**config.mk**
```make
export PLATFORM = sky130hd
export DESIGN_NAME = timer_pair
export DESIGN_NICKNAME = d
export VERILOG_FILES = /design/src/pkg/timer_pair_pkg.sv /design/src/pkg/timer_cnt_if.sv /design/src/rtl/timer_counter8.sv /design/src/rtl/timer_pair.sv
export SDC_FILE = /design/constraint.sdc
export NUM_CORES = 1
export LEC_CHECK = 0
export ABC_AREA = 1
export BUFFER_PORTS_ARGS = -buffer_cell sky130_fd_sc_hd__buf_2
export CAP_MARGIN = 15
export CELL_PAD_IN_SITES_DETAIL_PLACEMENT = 1
export CELL_PAD_IN_SITES_GLOBAL_PLACEMENT = 1
export CORE_ASPECT_RATIO = 0.5
export CORE_MARGIN = 2
export CORE_UTILIZATION = 34
export DETAILED_ROUTE_END_ITERATION = 7
export GPL_TIMING_DRIVEN = 0
export PLACE_DENSITY_LB_ADDON = 0.2
export SLEW_MARGIN = 20
export SYNTH_ARGS = -nofsm -noshare
export SYNTH_HDL_FRONTEND = slang
export SYNTH_HIERARCHICAL = 1
export SYNTH_SLANG_ARGS = --single-unit
```
**constraint.sdc**
```tcl
create_clock -name clk_i -period 1.9 [get_ports clk_i]
set_input_delay 0.38 -clock clk_i [delete_from_list [all_inputs] [get_ports clk_i]]
set_output_delay 0.38 -clock clk_i [all_outputs]
set_load 0.02 [all_outputs]
```
**src/pkg/timer_pair_pkg.sv**
```systemverilog
package timer_pair_pkg;

  // Bus shape.
  localparam int DATA_W = 32;
  localparam int ADDR_W = 32;
  localparam int SEL_W = 4;
  localparam int ADR_LSB = 2;
  localparam int IDX_W = 8;

  // Register indices; the byte address of each register is four times its index.
  localparam logic [31:0] FFCR_IDX = 32'hFFFFF12D;
  localparam logic [7:0] OUTPUT_FLIPFLOP_CONTROL_B_IDX = FFCR_IDX[7:0];
  localparam logic [7:0] PAIR_RUN_REGISTER_IDX = 8'h28;
  localparam logic [7:0] PAIR_MODE_REGISTER_IDX = 8'h29;
  localparam logic [7:0] LOWER_COMPARE_REGISTER_IDX = 8'h2A;
  localparam logic [7:0] UPPER_COMPARE_REGISTER_IDX = 8'h2B;
  localparam logic [7:0] PAIR_STATUS_IDX = 8'h2C;

  // Field positions.
  localparam int RUN_LO_BIT = 0;
  localparam int RUN_UP_BIT = 1;
  localparam int MODE_LCLK_LSB = 0;
  localparam int MODE_UCLK_LSB = 2;
  localparam int MODE_PAIR_LSB = 6;
  localparam int FF_SRC_BIT = 0;
  localparam int FF_EN_BIT = 1;
  localparam int FF_ACT_LSB = 2;
  localparam int STAT_UP_LSB = 8;
  localparam int STAT_FF_BIT = 16;
  localparam int STAT_SUSP_BIT = 17;

  // Codes.
  localparam logic [1:0] PAIR_8BIT = 2'b00;
  localparam logic [1:0] PAIR_16BIT = 2'b01;
  localparam logic [1:0] ACT_TOGGLE = 2'b00;
  localparam logic [1:0] ACT_SET = 2'b01;
  localparam logic [1:0] ACT_CLEAR = 2'b10;
  localparam logic [1:0] ACT_NONE = 2'b11;
  localparam logic [1:0] LCLK_PIN = 2'b00;
  localparam logic [1:0] LCLK_DIV1 = 2'b01;
  localparam logic [1:0] LCLK_DIV4 = 2'b10;
  localparam logic [1:0] LCLK_DIV16 = 2'b11;
  localparam logic [1:0] UCLK_MATCH = 2'b00;
  localparam logic [1:0] UCLK_DIV1 = 2'b01;
  localparam logic [1:0] UCLK_DIV16 = 2'b10;
  localparam logic [1:0] UCLK_DIV256 = 2'b11;

  // Reset values.
  localparam logic [1:0] RUN_RST = 2'b00;
  localparam logic [7:0] MODE_RST = 8'h00;
  localparam logic [7:0] CMP_RST = 8'h00;
  localparam logic FF_EN_RST = 1'b0;
  localparam logic FF_SRC_RST = 1'b0;
  localparam logic FF_RST = 1'b0;
  localparam logic [7:0] PRE_RST = 8'h00;

  // Prescaler tap masks: a tap fires when all masked bits are ones.
  localparam logic [7:0] DIV4_MASK = 8'h03;
  localparam logic [7:0] DIV16_MASK = 8'h0F;
  localparam logic [7:0] DIV256_MASK = 8'hFF;

endpackage

```
**src/pkg/timer_cnt_if.sv**
```systemverilog
`timescale 1ns/1ps
`default_nettype none
interface timer_cnt_if;
  logic run;
  logic tick;
  logic clear;
  logic [7:0] cmp;
  logic [7:0] count;
  logic match;
  logic equal;
  logic ovf;
  modport ctl (output run, output tick, output clear, output cmp,
               input count, input match, input equal, input ovf);
  modport cnt (input run, input tick, input clear, input cmp,
               output count, output match, output equal, output ovf);
endinterface // timer_cnt_if
`default_nettype wire

```
**src/rtl/timer_counter8.sv**
```systemverilog
`timescale 1ns/1ps
`default_nettype none
module timer_counter8 (
  // Clock and reset
  input wire logic clk_i,
  input wire logic rst_i,
  // Counter control and state
  timer_cnt_if.cnt port_io
);
  logic [7:0] count_r;
  logic match_r;
  logic ovf_r;
  logic [7:0] base;
  logic [7:0] count_nxt;

  // A clear that meets a tick restarts at one, so the period stays at cmp ticks.
  always_comb begin
    base = port_io.clear ? 8'h00 : count_r;
    count_nxt = port_io.tick ? 8'(base + 8'h01) : base;
  end

  always_ff @(posedge clk_i) begin
    if (rst_i || !port_io.run) begin
      count_r <= 8'h00;
      match_r <= 1'b0;
      ovf_r <= 1'b0;
    end else begin
      count_r <= count_nxt;
      match_r <= port_io.tick && (count_nxt == port_io.cmp);
      ovf_r <= port_io.tick && !port_io.clear && (count_r == 8'hFF);
    end
  end

  assign port_io.count = count_r;
  assign port_io.match = match_r;
  assign port_io.ovf = ovf_r;
  assign port_io.equal = (count_r == port_io.cmp);

  a_halt_zeroes: assert property (@(posedge clk_i) disable iff (rst_i)
    !port_io.run |=> count_r == 8'h00) else $error("halted counter not zero");

endmodule // timer_counter8
`default_nettype wire

```
**src/rtl/timer_pair.sv**
```systemverilog
`timescale 1ns/1ps
`default_nettype none
// How it works
// - Action field toggles, sets, clears, ignores; reads ones.
// - Source bit picks lower or upper match, 8-bit only.
// - Control bits 7 to 4 unused, read zero.
// - In 8-bit mode both timers run independently.
// - Upper timer interrupts every compare times clock period.
// - Run bit low halts and zeroes counter; high counts.
// - Lower: pin, div1/4/16; upper: match, div1/16/256.
// - Enabled match toggles output, giving square wave.
// - Upper timer may count lower timer matches.
// - Pair mode field 01 selects cascaded 16-bit.
// - In 16-bit, upper clocked by lower overflow.
// - Lower compare low byte, upper compare high byte.
// - Lower compare write suspends compare until upper write.
// - 16-bit lower match: no clear, no lower interrupt.
// - 16-bit joint match clears both, raises upper interrupt.
// - 16-bit joint match toggles output when enabled.
// - Reset: action reads 11, enable and source zero.
// - Toggle enable bit blocks or allows match toggling.
module timer_pair (
  // Clock and reset
  input wire logic clk_i,
  input wire logic rst_i,
  // Wishbone slave
  input wire logic cyc_i,
  input wire logic stb_i,
  input wire logic we_i,
  input wire logic [timer_pair_pkg::ADDR_W-1:0] adr_i,
  input wire logic [timer_pair_pkg::SEL_W-1:0] sel_i,
  input wire logic [timer_pair_pkg::DATA_W-1:0] dat_i,
  output logic [timer_pair_pkg::DATA_W-1:0] dat_o,
  output logic ack_o,
  // Timer pins and interrupt requests
  input wire logic timer_input_pin_i,
  output logic timer_output_pin_o,
  output logic lower_timer_irq_o,
  output logic upper_timer_irq_o
);
  import timer_pair_pkg::*;

  timer_cnt_if lo_if ();
  timer_cnt_if up_if ();

  logic ack_r;
  logic [DATA_W-1:0] dat_r;
  logic [1:0] run_r;
  logic [7:0] mode_r;
  logic [7:0] cmp_lo_r;
  logic [7:0] cmp_up_r;
  logic ff_en_r;
  logic ff_src_r;
  logic suspend_r;
  logic ff_r;
  logic lo_irq_r;
  logic up_irq_r;
  logic [7:0] pre_r;
  logic pin_prev_r;

  logic bus_req;
  logic [IDX_W-1:0] idx;
  logic wr_stb;
  logic wr_run;
  logic wr_mode;
  logic wr_lcmp;
  logic wr_ucmp;
  logic wr_ffcr;
  logic [1:0] ff_act;
  logic [DATA_W-1:0] rd_mux;
  logic [1:0] lclk_sel;
  logic [1:0] uclk_sel;
  logic is_16;
  logic tap_div4;
  logic tap_div16;
  logic tap_div256;
  logic pin_rise;
  logic lo_tick;
  logic up_tick;
  logic lo_match8;
  logic up_match8;
  logic match16;
  logic ff_toggle;

  // Bus decode. A write lands on the edge where the master sees ack high.
  assign bus_req = cyc_i && stb_i;
  assign idx = adr_i[ADR_LSB +: IDX_W];
  assign wr_stb = bus_req && we_i && ack_r && sel_i[0];
  assign wr_run = wr_stb && (idx == PAIR_RUN_REGISTER_IDX);
  assign wr_mode = wr_stb && (idx == PAIR_MODE_REGISTER_IDX);
  assign wr_lcmp = wr_stb && (idx == LOWER_COMPARE_REGISTER_IDX);
  assign wr_ucmp = wr_stb && (idx == UPPER_COMPARE_REGISTER_IDX);
  assign wr_ffcr = wr_stb && (idx == OUTPUT_FLIPFLOP_CONTROL_B_IDX);
  assign ff_act = dat_i[FF_ACT_LSB +: 2];

  always_ff @(posedge clk_i) begin
    if (rst_i) begin
      ack_r <= 1'b0;
    end else begin
      ack_r <= bus_req && !ack_r;
    end
  end

  // Unused control bits 7 to 4 and unmapped words read as zero.
  always_comb begin
    rd_mux = '0;
    case (idx)
      PAIR_RUN_REGISTER_IDX: rd_mux[1:0] = run_r;
      PAIR_MODE_REGISTER_IDX: rd_mux[7:0] = mode_r;
      LOWER_COMPARE_REGISTER_IDX: rd_mux[7:0] = cmp_lo_r;
      UPPER_COMPARE_REGISTER_IDX: rd_mux[7:0] = cmp_up_r;
      PAIR_STATUS_IDX: begin
        rd_mux[7:0] = lo_if.count;
        rd_mux[STAT_UP_LSB +: 8] = up_if.count;
        rd_mux[STAT_FF_BIT] = ff_r;
        rd_mux[STAT_SUSP_BIT] = suspend_r;
      end
      OUTPUT_FLIPFLOP_CONTROL_B_IDX: begin
        rd_mux[FF_ACT_LSB +: 2] = ACT_NONE;
        rd_mux[FF_EN_BIT] = ff_en_r;
        rd_mux[FF_SRC_BIT] = ff_src_r;
      end
      default: rd_mux = '0;
    endcase
  end

  always_ff @(posedge clk_i) begin
    if (rst_i) begin
      dat_r <= '0;
    end else if (bus_req && !ack_r) begin
      dat_r <= rd_mux;
    end
  end

  // Software registers. Halting before reprogramming is left to software.
  always_ff @(posedge clk_i) begin
    if (rst_i) begin
      run_r <= RUN_RST;
    end else if (wr_run) begin
      run_r <= dat_i[1:0];
    end
  end

  always_ff @(posedge clk_i) begin
    if (rst_i) begin
      mode_r <= MODE_RST;
    end else if (wr_mode) begin
      mode_r <= dat_i[7:0];
    end
  end

  // Lower compare holds the low byte and upper compare the high byte in 16-bit mode.
  always_ff @(posedge clk_i) begin
    if (rst_i) begin
      cmp_lo_r <= CMP_RST;
      cmp_up_r <= CMP_RST;
    end else begin
      if (wr_lcmp) begin
        cmp_lo_r <= dat_i[7:0];
      end
      if (wr_ucmp) begin
        cmp_up_r <= dat_i[7:0];
      end
    end
  end

  // Keeps a half-written 16-bit compare value from firing a false match.
  always_ff @(posedge clk_i) begin
    if (rst_i) begin
      suspend_r <= 1'b0;
    end else if (wr_lcmp) begin
      suspend_r <= 1'b1;
    end else if (wr_ucmp) begin
      suspend_r <= 1'b0;
    end
  end

  always_ff @(posedge clk_i) begin
    if (rst_i) begin
      ff_en_r <= FF_EN_RST;
      ff_src_r <= FF_SRC_RST;
    end else if (wr_ffcr) begin
      ff_en_r <= dat_i[FF_EN_BIT];
      ff_src_r <= dat_i[FF_SRC_BIT];
    end
  end

  // Prescaler taps and the timer input pin edge.
  always_ff @(posedge clk_i) begin
    if (rst_i) begin
      pre_r <= PRE_RST;
      pin_prev_r <= 1'b0;
    end else begin
      pre_r <= 8'(pre_r + 8'h01);
      pin_prev_r <= timer_input_pin_i;
    end
  end

  assign tap_div4 = (pre_r & DIV4_MASK) == DIV4_MASK;
  assign tap_div16 = (pre_r & DIV16_MASK) == DIV16_MASK;
  assign tap_div256 = (pre_r & DIV256_MASK) == DIV256_MASK;
  assign pin_rise = timer_input_pin_i && !pin_prev_r;

  assign lclk_sel = mode_r[MODE_LCLK_LSB +: 2];
  assign uclk_sel = mode_r[MODE_UCLK_LSB +: 2];
  assign is_16 = mode_r[MODE_PAIR_LSB +: 2] == PAIR_16BIT;

  always_comb begin
    case (lclk_sel)
      LCLK_PIN: lo_tick = pin_rise;
      LCLK_DIV1: lo_tick = 1'b1;
      LCLK_DIV4: lo_tick = tap_div4;
      LCLK_DIV16: lo_tick = tap_div16;
      default: lo_tick = 1'b0;
    endcase
  end

  always_comb begin
    if (is_16) begin
      up_tick = lo_if.ovf;
    end else begin
      case (uclk_sel)
        UCLK_MATCH: up_tick = lo_match8;
        UCLK_DIV1: up_tick = 1'b1;
        UCLK_DIV16: up_tick = tap_div16;
        UCLK_DIV256: up_tick = tap_div256;
        default: up_tick = 1'b0;
      endcase
    end
  end

  // Compare events of each mode.
  assign lo_match8 = !is_16 && lo_if.match;
  assign up_match8 = !is_16 && up_if.match;
  assign match16 = is_16 && !suspend_r && lo_if.match && up_if.equal;

  assign lo_if.run = run_r[RUN_LO_BIT];
  assign lo_if.tick = lo_tick;
  assign lo_if.cmp = cmp_lo_r;
  assign lo_if.clear = lo_match8 || match16;
  assign up_if.run = run_r[RUN_UP_BIT];
  assign up_if.tick = up_tick;
  assign up_if.cmp = cmp_up_r;
  assign up_if.clear = up_match8 || match16;

  timer_counter8 lower_up_counter (
    .clk_i(clk_i),
    .rst_i(rst_i),
    .port_io(lo_if.cnt)
  );

  timer_counter8 upper_up_counter (
    .clk_i(clk_i),
    .rst_i(rst_i),
    .port_io(up_if.cnt)
  );

  // Interrupt requests are one-cycle pulses.
  always_ff @(posedge clk_i) begin
    if (rst_i) begin
      lo_irq_r <= 1'b0;
      up_irq_r <= 1'b0;
    end else begin
      lo_irq_r <= lo_match8;
      up_irq_r <= up_match8 || match16;
    end
  end

  // A software action beats a match toggle in the same cycle, so the action is never lost.
  assign ff_toggle = is_16 ? match16 : (ff_src_r ? up_match8 : lo_match8);

  always_ff @(posedge clk_i) begin
    if (rst_i) begin
      ff_r <= FF_RST;
    end else if (wr_ffcr && (ff_act != ACT_NONE)) begin
      case (ff_act)
        ACT_TOGGLE: ff_r <= !ff_r;
        ACT_SET: ff_r <= 1'b1;
        ACT_CLEAR: ff_r <= 1'b0;
        default: ff_r <= ff_r;
      endcase
    end else if (ff_en_r && ff_toggle) begin
      ff_r <= !ff_r;
    end
  end

  assign ack_o = ack_r;
  assign dat_o = dat_r;
  assign timer_output_pin_o = ff_r;
  assign lower_timer_irq_o = lo_irq_r;
  assign upper_timer_irq_o = up_irq_r;

  a_action_reads_ones: assert property (@(posedge clk_i) disable iff (rst_i)
    ack_o && !we_i && (idx == OUTPUT_FLIPFLOP_CONTROL_B_IDX) |-> dat_o[FF_ACT_LSB +: 2] == 2'b11)
    else $error("action field did not read ones");

  a_soft_set_clear: assert property (@(posedge clk_i) disable iff (rst_i)
    wr_ffcr && (ff_act == ACT_SET || ff_act == ACT_CLEAR) |=> timer_output_pin_o == $past(ff_act == ACT_SET))
    else $error("soft set or clear missed the output");

  a_source_upper: assert property (@(posedge clk_i) disable iff (rst_i)
    !is_16 && ff_en_r && ff_src_r && up_if.match && !lo_if.match && !wr_ffcr
    |=> timer_output_pin_o != $past(timer_output_pin_o))
    else $error("upper match did not toggle the output");

  a_toggle_blocked: assert property (@(posedge clk_i) disable iff (rst_i)
    !ff_en_r && !wr_ffcr |=> $stable(timer_output_pin_o))
    else $error("output moved with toggling disabled");

  a_match_clears: assert property (@(posedge clk_i) disable iff (rst_i)
    lo_match8 && lo_if.run ##1 lo_if.run |-> lo_if.count <= 8'h01 && lower_timer_irq_o)
    else $error("8-bit match did not clear and interrupt");

  a_lower_quiet16: assert property (@(posedge clk_i) disable iff (rst_i)
    is_16 && lo_if.match && !match16 && lo_if.run && lo_if.tick
    |=> !lower_timer_irq_o && lo_if.count == 8'($past(lo_if.count) + 8'h01))
    else $error("16-bit lower match cleared or interrupted");

  a_split_compare: assert property (@(posedge clk_i) disable iff (rst_i)
    match16 |-> lo_if.count == cmp_lo_r && up_if.count == cmp_up_r)
    else $error("joint match away from the split compare value");

  a_upper_on_ovf: assert property (@(posedge clk_i) disable iff (rst_i)
    is_16 && up_if.run && !up_if.clear |=> up_if.count == 8'($past(up_if.count) + {7'h00, $past(lo_if.ovf)}))
    else $error("16-bit upper count did not follow lower overflow");

  a_joint_match: assert property (@(posedge clk_i) disable iff (rst_i)
    match16 && lo_if.run && up_if.run ##1 lo_if.run && up_if.run
    |-> upper_timer_irq_o && lo_if.count <= 8'h01 && up_if.count <= 8'h01)
    else $error("joint match did not clear both and interrupt");

  a_suspend_gate: assert property (@(posedge clk_i) disable iff (rst_i)
    is_16 && wr_lcmp |=> ##1 !upper_timer_irq_o)
    else $error("compare not suspended after lower write");

  a_ctl_reset: assert property (@(posedge clk_i)
    rst_i |=> !ff_en_r && !ff_src_r && !timer_output_pin_o)
    else $error("control bits not cleared by reset");

endmodule // timer_pair
`default_nettype wire

```
==> Flow_metrics.wiki <==
{| class="wikitable"
! Metric !! Value
|-
| Result of the run || complete, but fails checks
|-
| Violations in the final reports || setup timing
|-
| Pwr dens || 748 mW/mm2
|-
| CTS clock-pin slew for the worst setup and hold paths || 0.06 ns
|-
| Final number of max-transition violations || 0
|-
| Worst hold path class || in -> reg
|-
| Nets || 776
|-
| Yosys warning count || 6
|-
| Syn-to-layout area delta || 27.0%
|-
| Cells traversed along the worst timing path || ha_4 -> inv_4 -> nor2_4 -> nand3_2 -> o211ai_1 -> nand3_1 -> nand2_2 -> buf_4 -> inv_1 -> nor2_1 -> nand2_1 -> nor2_1 -> nand3_1 -> nor2_1 -> nand3_2 -> nor2_1
|-
| Number of endpoints with negative hold slack in the final report || 0
|-
| Half-perimeter wire length after placement || 10300 um
|-
| Cell type with the highest occurrence count on the critical path || sky130_fd_sc_hd__nor2_1
|-
| Reg-to-reg setup timing slack || -0.39 ns
|-
| Critical Path RT || 2.18 ns
|-
| Initial standard-cell utilization of the core || 34.7%
|-
| Placed instance count || 845
|-
| Max transition margin || 54.8%
|-
| Critical Path AT || 2.57 ns
|-
| Via-to-Cell Ratio || 4.91
|-
| Detailed-routing iteration count for the pre-antenna-repair pass || 5
|-
| Fraction of final layout cells with drive strength greater than 1 || 28.6%
|-
| Delay of the slowest critical-path stage || 0.36 ns
|-
| Total global routing overflow || 0
|-
| Root buffer cell || sky130_fd_sc_hd__clkbuf_16
|-
| Final setup margin || -0.385 ns
|-
| Placement row count || 29
|-
| Element type at the critical path end || register
|-
| Core Area || 0.0126 mm2
|-
| Maximum net fanout on the critical path || 3
|-
| TritonCTS sink count || 79
|-
| Number of cells on the critical path || 16
|-
| Origin of the worst min-delay path || timer_input_pin_i
|-
| Number of global-route vias before repair || 4217
|-
| Die Height || 84.2 um
|-
| I/O pin count || 110
|-
| Crit Path Class || reg -> reg
|-
| Final min period || 2.29 ns
|-
| Final std cells w/o fill || 873
|-
| Initial DRC count || 208
|-
| Leakage component of the power || 2.44 nW
|-
| Number of antenna violations at the first check in global routing || 0
|-
| Area of the multi-input gates || 0.00251 mm2
|-
| Nature of the critical path startpoint || register
|-
| Clock buffer count from CTS || 9
|-
| Post-detailed-route wirelength per cell || 15.8 um
|-
| Number of buffers and inverters on the critical path || 3
|-
| Maximum Capacitance Violations || 0
|-
| Wirelength, routed || 13800 um
|-
| Clk buf depth || 2
|-
| Worst Hold Path Cells || 3
|-
| Achievable Freq || 438 MHz
|-
| GPL Wtd Cong || 0.844
|-
| Latest clock arrival within the worst-skew pair || 0.34 ns
|-
| Final worst path period share || 120%
|-
| Gate Count Post-Synth || 618
|-
| Worst slack, placed || -0.515 ns
|-
| Slew at the pin closest to its max-slew limit || 0.678 ns
|-
| Total number of vias || 4285
|-
| Count of final setup violators || 8
|-
| Number of fill cells || 1580
|-
| Aggregate negative setup slack || -1.32 ns
|-
| Antenna Cells || 0
|-
| Global-route wire length before repair || 21900 um
|-
| Setup repair after global routing missed its margin || true
|-
| Reg-to-Reg End || upper_up_counter/port_io.match
|-
| Total of buffers placed on input and output ports || 44
|-
| Largest delay share family, worst path || simple AND/OR/NAND/NOR gates
|-
| Crit path max-delay cell type || sky130_fd_sc_hd__dfxtp_4
|-
| Total Routing Usage GR || 20.6%
|-
| Logic depth of the worst register-to-register path || 16
|-
| Max rail drop VDD || 0.386 mV
|-
| Die width || 164 um
|-
| Mean post-synth cell area || 7.07 um2
|-
| Syn Std Cell Area || 0.00437 mm2
|-
| Clock tree from TritonCTS || done
|-
| Level count of the clock H-tree || 3
|-
| FF+latch area || 0.00162 mm2
|-
| Endpoint with the worst hold slack || pin_prev_r
|-
| Worst Skew || 0.00598 ns
|-
| Number of hold-repair buffers added at the cts stage || 0
|-
| Area enclosed by the die boundary || 0.0138 mm2
|-
| Number of nets with antenna violations after detailed routing || 0
|-
| Drc violations || 0
|-
| Maximum number of pins on one net before global-route repair || 14
|-
| Launch point of the worst reg-to-reg path || pre_r[0]
|}
==> worst reg2reg max path: stages (launching register included) <==
cell and delay, ns:
sky130_fd_sc_hd__dfxtp_4 0.36, sky130_fd_sc_hd__ha_4 0.15, sky130_fd_sc_hd__inv_4 0.04, sky130_fd_sc_hd__nor2_4 0.09
sky130_fd_sc_hd__nand3_2 0.10, sky130_fd_sc_hd__o211ai_1 0.33, sky130_fd_sc_hd__nand3_1 0.14, sky130_fd_sc_hd__nand2_2 0.16
sky130_fd_sc_hd__buf_4 0.14, sky130_fd_sc_hd__inv_1 0.04, sky130_fd_sc_hd__nor2_1 0.10, sky130_fd_sc_hd__nand2_1 0.07
sky130_fd_sc_hd__nor2_1 0.11, sky130_fd_sc_hd__nand3_1 0.10, sky130_fd_sc_hd__nor2_1 0.13, sky130_fd_sc_hd__nand3_2 0.09
sky130_fd_sc_hd__nor2_1 0.09
==> timing repair <==
action	CTS	global route
buffers inserted	6	6
setup endpoints to repair	14	12
pin swaps	15	27
resized for setup	38	34
==> state kept, by name, indices dropped and copies added, names as in the netlist, 2 cells and up <==
register / count
cmp_up_r: 8
mode_r: 8
run_r: 2
pre_r: 8
upper_up_counter/port_io.count: 8
dat_o: 18
cmp_lo_r: 8
lower_up_counter/port_io.count: 8
==> cell usage in the layout, fill, tap and decap left out, types with 9 or more instances in the layout <==
master and instances:
sky130_fd_sc_hd__xnor2_1 9, sky130_fd_sc_hd__o21ai_0 41, sky130_fd_sc_hd__nand2_2 27, sky130_fd_sc_hd__o21ai_1 11
sky130_fd_sc_hd__conb_1 14, sky130_fd_sc_hd__clkbuf_16 9, sky130_fd_sc_hd__buf_4 25, sky130_fd_sc_hd__nand4_1 10
sky130_fd_sc_hd__nand2_1 115, sky130_fd_sc_hd__nor2_1 59, sky130_fd_sc_hd__nand3_1 46, sky130_fd_sc_hd__buf_2 46
sky130_fd_sc_hd__dfxtp_1 62, sky130_fd_sc_hd__a21oi_1 46, sky130_fd_sc_hd__dfxtp_2 11, sky130_fd_sc_hd__nand3_2 11
sky130_fd_sc_hd__inv_1 64
==> per-layer routing <==
layer	part of all wire, %	global-route usage, %	up-vias
li1	-	-	2139
met1	51	29.1	2063
met2	44	31.7	72
met3	4.7	4.25	11
met4	1.1	5.82	0
met5	0	0	-
==> power by group <==
group | total, mW | switching, mW | internal (mW)
Combinational | 0.297 | 0.197 | 0.0996
Sequential | 1.69 | 0.0147 | 1.67
Clock | 2.16 | 0.708 | 1.46
Total | 4.15 | 0.920 | 3.23
==> worst max path at each step <==
stage	startpoint	endpoint	slack [ns]
2_1_floorplan	pre_r[1]	upper_up_counter/port_io.match	0.006
3_3_place_gp	pre_r[0]	upper_up_counter/port_io.match	-0.51
3_5_place_dp	pre_r[0]	upper_up_counter/port_io.match	-0.51
4_1_cts	pre_r[0]	upper_up_counter/port_io.match	-0.31
5_1_grt	pre_r[0]	upper_up_counter/port_io.match	-0.52
6_report	pre_r[0]	upper_up_counter/port_io.match	-0.39
==> stage by stage <==
stage	cell area (um2)	util, %	power [mW]	hold slack [ns]
6_report	5550	44.1	4.15	0.279
5_1_grt	5550	44.1	4.30	0.304
4_1_cts	5390	42.8	4.21	0.265
3_5_place_dp	4880	38.7	2.02	0.452
3_3_place_gp	4880	38.7	2.02	0.430
2_1_floorplan	4440	-	1.93	0.420
==> area by class of cell <==
type                    count  share of cell area [%]
well taps                 170                    3.83
plain buffers              30                    4.22
inverters                  74                    5.19
clock buffers              11                    4.37
repair buffers             56                    5.66
clock inverters             5                    2.32
multi-input cells         448                    45.3
flip-flops and latches     79                    29.2
No activity file was read; power rests on OpenSTA's default activity.
